## config.mk

```make
export PLATFORM = sky130hd
export DESIGN_NAME = camsk_top
export DESIGN_NICKNAME = d
export VERILOG_FILES = /design/src/rtl/camsk_pkg.sv /design/src/rtl/camsk_cmp_if.sv /design/src/rtl/camsk_cmp.sv /design/src/rtl/camsk_top.sv
export VERILOG_INCLUDE_DIRS = /design/src /design/src/rtl
export SDC_FILE = /design/constraint.sdc
export NUM_CORES = 1
export LEC_CHECK = 0
export BUFFER_PORTS_ARGS = -buffer_cell sky130_fd_sc_hd__buf_4
export CORE_MARGIN = 3
export CORE_UTILIZATION = 50
export DETAILED_ROUTE_END_ITERATION = 10
export GPL_TIMING_DRIVEN = 0
export PLACE_DENSITY_LB_ADDON = 0.05
export SYNTH_ARGS = -nofsm -noshare
export SYNTH_HDL_FRONTEND = slang
export SYNTH_SLANG_ARGS = --single-unit
```

## constraint.sdc

```tcl
create_clock -name pclk -period 1.5 [get_ports pclk]
set_input_delay 0.15 -clock pclk [delete_from_list [all_inputs] [get_ports pclk]]
set_output_delay 0.15 -clock pclk [all_outputs]
set_load 0.01 [all_outputs]
```

## src/rtl/camsk_regs.svh

```systemverilog
/*
 Register offsets, field positions and reset values of the CAN
 acceptance mask block. Assumes a 32-bit APB with byte addresses.
*/
`ifndef CAMSK_REGS_SVH
`define CAMSK_REGS_SVH

`define CAMSK_OFF_MASK_STD 12'h000
`define CAMSK_OFF_MASK_EXT 12'h004
`define CAMSK_OFF_FILTER 12'h008
`define CAMSK_OFF_RX_ID 12'h00c
`define CAMSK_OFF_STATUS 12'h010

`define CAMSK_SID_HI 15
`define CAMSK_SID_LO 5
`define CAMSK_MODE_BIT 3
`define CAMSK_EID_HI_HI 1
`define CAMSK_EID_HI_LO 0
`define CAMSK_STD_WMASK 16'hffeb
`define CAMSK_STD_RST 16'h0000
`define CAMSK_EXT_RST 16'h0000
`define CAMSK_FLT_RST 32'h00000000

`endif

```

## src/rtl/camsk_pkg.sv

```systemverilog
/*
 Types shared by the mask block and its compare unit.
 Assumes nothing beyond a SystemVerilog compiler.
*/
package camsk_pkg;
   typedef logic [10:0] camsk_sid_t;
   typedef logic [17:0] camsk_eid_t;
   typedef struct packed {
      logic ext;
      camsk_sid_t std_id_mask_bits;
      camsk_eid_t ext_id_mask_bits;
   } camsk_id_t;
endpackage

```

## src/rtl/camsk_cmp_if.sv

```systemverilog
/*
 Carries mask, filter and received identifier to the compare unit
 and the verdict back. Assumes one clock domain.
*/
`timescale 1ns/1ps
`default_nettype none
interface camsk_cmp_if;
   camsk_pkg::camsk_sid_t sid_mask;
   camsk_pkg::camsk_eid_t eid_mask;
   logic id_type_match_mode;
   camsk_pkg::camsk_id_t filt;
   camsk_pkg::camsk_id_t rx;
   logic pass;
   modport top (output sid_mask, eid_mask, id_type_match_mode, filt, rx,
      input pass);
   modport cmp (input sid_mask, eid_mask, id_type_match_mode, filt, rx,
      output pass);
endinterface
`default_nettype wire

```

## src/rtl/camsk_cmp.sv

```systemverilog
/*
 Combinational acceptance compare of one identifier against one filter
 under one mask. Assumes inputs stable for the cycle.
*/
`timescale 1ns/1ps
`default_nettype none
module camsk_cmp
(
   camsk_cmp_if.cmp c
);
   logic sid_ok;
   logic eid_ok;
   logic type_ok;

   always_comb
   begin
      // Cleared mask bits are don't care
      sid_ok = ((c.rx.std_id_mask_bits ^ c.filt.std_id_mask_bits) & c.sid_mask) == '0;
      eid_ok = ((c.rx.ext_id_mask_bits ^ c.filt.ext_id_mask_bits) & c.eid_mask) == '0;
      // Frame format must agree only in strict mode
      type_ok = !c.id_type_match_mode || (c.rx.ext == c.filt.ext);
      // Standard frames carry no extended bits to compare
      c.pass = type_ok && sid_ok && (eid_ok || !c.rx.ext);
   end
endmodule
`default_nettype wire

```

## src/rtl/camsk_top.sv

```systemverilog
/*
 APB slave holding one CAN acceptance mask (standard half and extended
 half), one filter and a received identifier, with the verdict shown
 in a status register. Assumes a 32-bit APB master on pclk.
*/
// Our own choices: the APB interface to the registers and the register offsets.
`timescale 1ns/1ps
`default_nettype none
`include "camsk_regs.svh"

module camsk_top
(
   input wire logic pclk,
   input wire logic presetn,
   input wire logic psel,
   input wire logic penable,
   input wire logic pwrite,
   input wire logic [11:0] paddr,
   input wire logic [31:0] pwdata,
   output logic [31:0] prdata,
   output logic pready,
   output logic pslverr,
   output logic accept
);
   ////////////////////////////////////////////////////////////////////
   camsk_cmp_if cif ();

   logic [15:0] std_q, std_d;
   logic [15:0] ext_q, ext_d;
   logic [31:0] flt_q, flt_d;
   logic [31:0] rxid_q, rxid_d;
   logic acc_q, acc_d;
   logic [31:0] rdata_q, rdata_d;
   logic wr_en, rd_en, hit;

   assign wr_en = psel && penable && pwrite;
   assign rd_en = psel && !penable && !pwrite;
   assign pready = 1'b1;

   always_comb
   begin
      hit = (paddr == `CAMSK_OFF_MASK_STD) ||
            (paddr == `CAMSK_OFF_MASK_EXT) ||
            (paddr == `CAMSK_OFF_FILTER) ||
            (paddr == `CAMSK_OFF_RX_ID) ||
            (paddr == `CAMSK_OFF_STATUS);
      pslverr = psel && penable && !hit;
   end

   ////////////////////////////////////////////////////////////////////
   always_comb
   begin
      std_d = std_q;
      ext_d = ext_q;
      flt_d = flt_q;
      rxid_d = rxid_q;
      if (wr_en)
      begin
         case (paddr)
            // Unimplemented positions never store
            `CAMSK_OFF_MASK_STD: std_d = pwdata[15:0] & `CAMSK_STD_WMASK;
            `CAMSK_OFF_MASK_EXT: ext_d = pwdata[15:0];
            `CAMSK_OFF_FILTER: flt_d = pwdata;
            `CAMSK_OFF_RX_ID: rxid_d = pwdata;
            default: ;
         endcase
      end
   end

   // Read data captured in setup so it is stable through access
   always_comb
   begin
      rdata_d = rdata_q;
      if (rd_en)
      begin
         case (paddr)
            `CAMSK_OFF_MASK_STD: rdata_d = {16'h0000, std_q};
            `CAMSK_OFF_MASK_EXT: rdata_d = {16'h0000, ext_q};
            `CAMSK_OFF_FILTER: rdata_d = flt_q;
            `CAMSK_OFF_RX_ID: rdata_d = rxid_q;
            `CAMSK_OFF_STATUS: rdata_d = {31'h00000000, acc_q};
            default: rdata_d = 32'h00000000;
         endcase
      end
   end

   ////////////////////////////////////////////////////////////////////
   // Id word layout: bit 31 extended flag, 28:18 sid, 17:0 eid
   always_comb
   begin
      cif.sid_mask = std_q[`CAMSK_SID_HI:`CAMSK_SID_LO];
      cif.eid_mask = {std_q[`CAMSK_EID_HI_HI:`CAMSK_EID_HI_LO],
                      ext_q};
      cif.id_type_match_mode = std_q[`CAMSK_MODE_BIT];
      cif.filt = {flt_q[31], flt_q[28:18], flt_q[17:0]};
      cif.rx = {rxid_q[31], rxid_q[28:18], rxid_q[17:0]};
      acc_d = cif.pass;
   end

   camsk_cmp u_cmp
   (
      .c(cif)
   );

   always_ff @(posedge pclk or negedge presetn)
   begin
      if (!presetn)
      begin
         std_q <= `CAMSK_STD_RST;
         ext_q <= `CAMSK_EXT_RST;
         flt_q <= `CAMSK_FLT_RST;
         rxid_q <= `CAMSK_FLT_RST;
         acc_q <= 1'b0;
         rdata_q <= 32'h00000000;
      end
      else
      begin
         std_q <= std_d;
         ext_q <= ext_d;
         flt_q <= flt_d;
         rxid_q <= rxid_d;
         acc_q <= acc_d;
         rdata_q <= rdata_d;
      end
   end

   assign prdata = rdata_q;
   assign accept = acc_q;
endmodule
`default_nettype wire

```

==> results.py, run 1 <==
metrics = {
    "setup_path": {
        "r2r_start": "rxid_q[15]",
        "endpoint_kind": "register",
        "path_cells": "buf_6 > nor4_4 > nand3_2 > or3_4 > nor3b_4 > buf_4 > buf_12 > mux2_4",
        "r2r_end": "accept",
        "reg2reg_depth": 5,
        "crit_type": "primary input to register",
        "slowest_stage": "or3_4",
        "crit_path_start": "paddr[9]",
        "slowest_delay_ns": 0.43,
        "crit_arrival_ns": 1.98,
        "r2r_slack_ns": 0,
        "required_ns": 1.80,
        "path_max_fanout": 10,
        "crit_path_start_kind": "primary input",
    },
    "timing": {
        "slew-limit-headroom": 0.443,
        "skew_ns": 0.00765,
        "layout_setup_ws_ns": -0.184,
        "setup_viol": 93,
        "fin_crit_ns": 1.68,
        "worst_pin_slew_ns": 0.835,
        "fmax_ghz": 0.594,
        "slew_violations": 0,
        "whs_ns": 0.0151,
        "min_period_over_period": 1.12,
        "rsz0062_at_grt": "yes",
        "hold_viol": 0,
    },
    "pwr": {
        "power_leakage_nw": 4.04,
        "max-vdd-ir-drop_mv": 0.990,
        "powerDensity_mw_per_mm2": 1050,
    },
    "placed_design": {
        "port_buffers": 82,
        "dp_cells": 619,
        "hpwl_um": 9620,
        "gp_congestion": 0.773,
    },
    "cells_and_area": {
        "drive_above_1_share": 0.484,
        "diodes": 0,
        "nNetsFinal": 588,
        "final_core_util": 0.726,
        "final_cells": 692,
        "syn2layout_area_growth_pct": 39.6,
        "fillers": 736,
    },
    "floorplan": {
        "die_x_um": 113,
        "die_h_um": 113,
        "coreArea_mm2": 0.0110,
        "die_area_mm2": 0.0128,
        "start_util": 0.520,
        "row_count": 38,
        "ios": 84,
    },
    "yosys": {
        "yosys-top-cells-area": "dfrtp_1 (55%), mux2_2 (19%), mux4_2 (5.5%)",
        "syn-num-nets": 445,
        "synth-edff-count": 0,
        "syn_area_mm2": 0.00574,
        "yosysTopAreaCell": "dfrtp_1",
        "synth-seq-cells": 127,
        "ys_async_sr_fraction": 1.00,
        "ys_seq_area_frac": 0.554,
        "syn_avg_cell_area_um2": 14.5,
        "yosys.area.top_type_share": 0.554,
        "synth_cell_types": 33,
        "syn-instance-count": 396,
        "synth_top_flop_cell": "dfrtp_1",
        "synth_warnings": 0,
    },
    "grt": {
        "grt_first_pass_wirelength_um": 23100,
        "antenna_found_initial": 0,
        "grt_use_total": 0.239,
        "grt.overflow.total": 0,
        "grt_pass1_vias": 4221,
        "grt_max_degree": 89,
    },
    "min_path": {
        "worstHoldStart": "pwdata[8]",
        "hold_end": "std_q[8]",
        "hold_class": "primary input to register",
        "holdPathStages": 2,
    },
    "routing": {
        "drt_wl_total_um": 14300,
        "ant_nets": 0,
        "routed_via_density": 5.60,
        "first_iter_violations": 240,
        "vias": 3874,
        "drc": 0,
        "wire_per_inst_um": 20.6,
        "dr.pass1.iters": 4,
    },
    "outcome": {
        "violations": "negative setup slack",
        "outcome": "finished, violations left",
    },
    "cts": {
        "cts_tree": "yes",
        "htreeDepth": 4,
        "clock_latency_ns": 0.41,
        "clockBufferDepth": 2,
        "path_clk_slew_ns": 0.06,
        "clkSinkCount": 127,
        "root_buffer": "clkbuf_16",
        "cts_buffers": 17,
    },
    "flow_run": {
        "max_cap_viol_count": 0,
    },
}
==> metrics by stage <==
step	cell area (um^2)	setup WS, ns	TNS (ns)	power [mW]
detailed placement	6750	-1.03	-98.74	3.83
floorplan	5920	-0.487	-32.36	3.58
global route	8010	-0.244	-16.21	8.64
global placement	6720	-1.01	-107.76	3.81
finish	8010	-0.184	-9.38	8.39
CTS	7950	-0.133	-6.39	8.44
==> area by class of cell <==
type	instances	area, um^2	share of cell area
multi-input cells	248	2730	0.341
plain buffers	19	195	0.0244
flip-flops and latches	127	3180	0.397
repair buffers	126	1080	0.134
clock inverters	14	215	0.0269
clock buffers	18	439	0.0548
well taps	140	175	0.0219
==> worst max-delay path, delay by kind of cell <==
family / cells / cell delay, ns
and+or+nand+nor: 4 / 1.10
muxes: 1 / 0.31
buffers and inverters: 3 / 0.42
==> placed cells by master (no fill, tap or decap), drive strengths merged, types with 2 or more instances in the layout <==
master         n
nand3          3
nand2         19
buf          104
dfrtp        127
clkinv         4
mux2i         16
mux2          96
xor2          30
bufinv         5
a22oi          5
nand4          2
nor3           4
a221oi         5
a22o          22
nor2           2
dlygate4sd3   31
clkbuf        27
clkinvlp       5
mux4          14
nor2b          2
nor3b          2
o21ai         17
==> flip-flops by register name (all words and copies together) (netlist names) <==
name / cells
std_q: 14
rxid_q: 32
prdata: 32
ext_q: 16
accept: 1
flt_q: 32
==> how the worst max path moves through the flow <==
stage                     slack, ns  cells after the start          to
final                         -0.18                      8   flt_q[27]
after global routing          -0.24                      8   flt_q[27]
after CTS                     -0.13                      8   flt_q[25]
after detailed placement      -1.03                      7  prdata[23]
after global placement        -1.01                      7  prdata[23]
after floorplan               -0.49                      6   ext_q[10]
==> report_power, final <==
group          switching, mW  leakage (nW)  internal, mW
combinational          0.209          1.97         0.200
sequential           0.00309          1.77          3.43
clock                   1.56         0.304          2.99
==> cell families after synthesis <==
family / synth area share
DFF: 0.554
AOI/OAI and AO/OA: 0.0674
and+or+nand+nor: 0.0404
other: 0.000654
buffers and inverters: 0.0205
xor gates and xnor gates: 0.0458
muxes: 0.271
==> Yosys cell counts (all sizes together) (2+ instances only) <==
cell and instances:
dfrtp 127, mux2 96, xor2 30, a22o 22, nand2 19, o21ai 17
mux2i 16, mux4 14, clkbuf 11, buf 10, a221oi 5, a22oi 5
nor3 4, nand3 3, nand4 2, nor2 2, nor2b 2, nor3b 2
==> routing by layer <==
layer,vias up,share of wire,GRT usage
met5,-,0,0
met4,0,0.016,0.0761
met3,21,0.045,0.0540
met2,109,0.48,0.378
met1,1988,0.46,0.332
li1,1756,-,-
==> what timing repair did <==
action                     4_1_cts  5_1_grt
resized for setup               52        9
hold endpoints to repair       109        2
buffers inserted                 8        2
pin swaps                        8        6
hold buffers                    30        1
setup endpoints to repair      121       97
cloned                           2        0
Power figures use the tool's default switching activity.
==> run 2, diff against run 1 <==
==> constraint.sdc (replaced) <==
create_clock -name pclk -period 1.8 [get_ports pclk]
set_input_delay 0.18 -clock pclk [delete_from_list [all_inputs] [get_ports pclk]]
set_output_delay 0.18 -clock pclk [all_outputs]
set_load 0.01 [all_outputs]
==> run 2 against run 1 <==
The flow still finishes with violations (negative setup slack). Clock skew fell by 0.0023 ns. Clock-buffer cell count up 8. Power down 22%. Sequential power shrank 17%. Register-to-register slack improved by 0.19 ns. Via count fell by 1.5%. Critical endpoint is now ext_q[9].
==> results.py, run 2 (synthesis results as in run 1) <==
metrics = {
    "outcome": {
        "outcome": "finished, violations left",
        "violations": "negative setup slack",
    },
    "timing": {
        "slew_violations": 0,
        "fmax_ghz": 0.553,
        "worst_pin_slew_ns": 0.807,
        "rsz0062_at_grt": "yes",
        "min_period_over_period": 1.00,
        "setup_viol": 11,
        "fin_crit_ns": 1.81,
        "slew-limit-headroom": 0.462,
        "hold_viol": 0,
        "layout_setup_ws_ns": -0.00752,
        "skew_ns": 0.00535,
    },
    "cts": {
        "root_buffer": "clkbuf_16",
        "clock_latency_ns": 0.41,
        "clkSinkCount": 127,
        "path_clk_slew_ns": 0.05,
        "cts_tree": "yes",
        "clockBufferDepth": 2,
        "htreeDepth": 4,
        "cts_buffers": 17,
    },
    "min_path": {
        "hold_class": "primary input to register",
        "holdPathStages": 2,
    },
    "cells_and_area": {
        "diodes": 0,
        "layout_common_cells": "dfrtp_1 (127), buf_4 (96), mux2_2 (55)",
        "ff_latch_area_mm2": 0.00318,
        "final_core_util": 0.689,
        "multi_input_area_mm2": 0.00262,
        "syn2layout_area_growth_pct": 32.5,
        "drive_above_1_share": 0.480,
        "nNetsFinal": 573,
        "fillers": 786,
        "final_common_cell": "dfrtp_1",
    },
    "placed_design": {
        "gp_congestion": 0.780,
        "pre_cts_slack_ns": -0.835,
        "port_buffers": 82,
        "hpwl_um": 9480,
    },
    "pwr": {
        "max-vdd-ir-drop_mv": 0.634,
        "powerDensity_mw_per_mm2": 859,
        "power_leakage_nw": 3.90,
    },
    "setup_path": {
        "crit_arrival_ns": 2.11,
        "crit_path_start_kind": "primary input",
        "path_max_fanout": 10,
        "crit_type": "primary input to register",
        "required_ns": 2.10,
        "endpoint_kind": "register",
        "reg2reg_depth": 5,
    },
    "routing": {
        "ant_nets": 0,
        "drt_wl_total_um": 13900,
        "wire_per_inst_um": 20.6,
        "drc": 0,
        "routed_via_density": 5.64,
        "first_iter_violations": 241,
        "dr.pass1.iters": 4,
        "vias": 3817,
    },
    "floorplan": {
        "start_util": 0.520,
        "coreArea_mm2": 0.0110,
        "row_count": 38,
        "die_x_um": 113,
        "die_area_mm2": 0.0128,
        "ios": 84,
        "die_h_um": 113,
    },
    "grt": {
        "antenna_found_initial": 0,
        "grt_pass1_vias": 4081,
        "grt_first_pass_wirelength_um": 22500,
        "grt.overflow.total": 0,
        "grt_use_total": 0.235,
        "grt_max_degree": 86,
    },
    "flow_run": {
        "max_cap_viol_count": 0,
    },
}
## run 2: cell count changes in the layout (fill, tap and decap cells not counted), sizes merged
cell / delta
clkinvlp: -5
clkbuf: +10
buf: +2
bufinv: -3
dlygate4sd3: -18
clkdlybuf4s15: -1
## run 2: where the power goes
group,switching (mW),internal [mW]
clock,1.19,2.17
sequential,0.00257,2.86
combinational,0.165,0.135
## run 2: timing repair
item / CTS / global route
hold endpoints to repair: 55 / 2
pin swaps: 5 / 3
hold buffers: 11 / 2
endpoints found under the setup margin: 99 / 82
resized for setup: 8 / 18
buffers inserted: 10 / 4
## run 2: cell type report
cell class | instances | area share
plain buffers | 20 | 0.0214
clock buffers | 26 | 0.0657
clock inverters | 6 | 0.0105
multi-input cells | 248 | 0.344
flip-flops and latches | 127 | 0.418
well taps | 140 | 0.0231
repair buffers | 110 | 0.117
## run 2: critical path, stage by stage
cell	delay [ns]
buf_4	0.12
nor4_4	0.31
nand3_2	0.15
or3_4	0.43
buf_4	0.16
nor3b_4	0.22
buf_6	0.20
mux2_2	0.34
## run 2: routing by layer
| metal | wire [um] | vias up | track usage |
|---|---|---|---|
| li1 | - | 1721 | - |
| met1 | 6290 | 1969 | 0.328 |
| met2 | 6600 | 106 | 0.358 |
| met3 | 800 | 21 | 0.0658 |
| met4 | 250 | 0 | 0.0825 |
| met5 | 0 | - | 0 |
## run 2: worst paths after layout
| kind | startpoint | end | slack (ns) |
|---|---|---|---|
| hold reg to reg | prdata[23] | prdata[23] | 0.48 |
| hold / removal | pwdata[20] | flt_q[20] | 0.01 |
| setup reg to reg | rxid_q[15] | accept | 0.19 |
| min in group asynchronous | presetn | prdata[22] | 0.26 |
| setup / recovery | paddr[9] | ext_q[9] | -0.008 |
| max in group asynchronous | presetn | ext_q[2] | 0.79 |
## run 2: stage by stage
stage	hold WS [ns]	cells	area, um^2	TNS (ns)	total power [mW]
floorplan	-0.116	396	5910	-9.68	2.99
global placement	0.420	618	6700	-63.16	3.18
detailed placement	0.129	619	6730	-65.51	3.19
CTS	0.0000711	672	7520	-3.39	6.57
global route	0.00217	677	7600	-0.737	6.74
finish	0.00965	677	7600	-0.0442	6.53
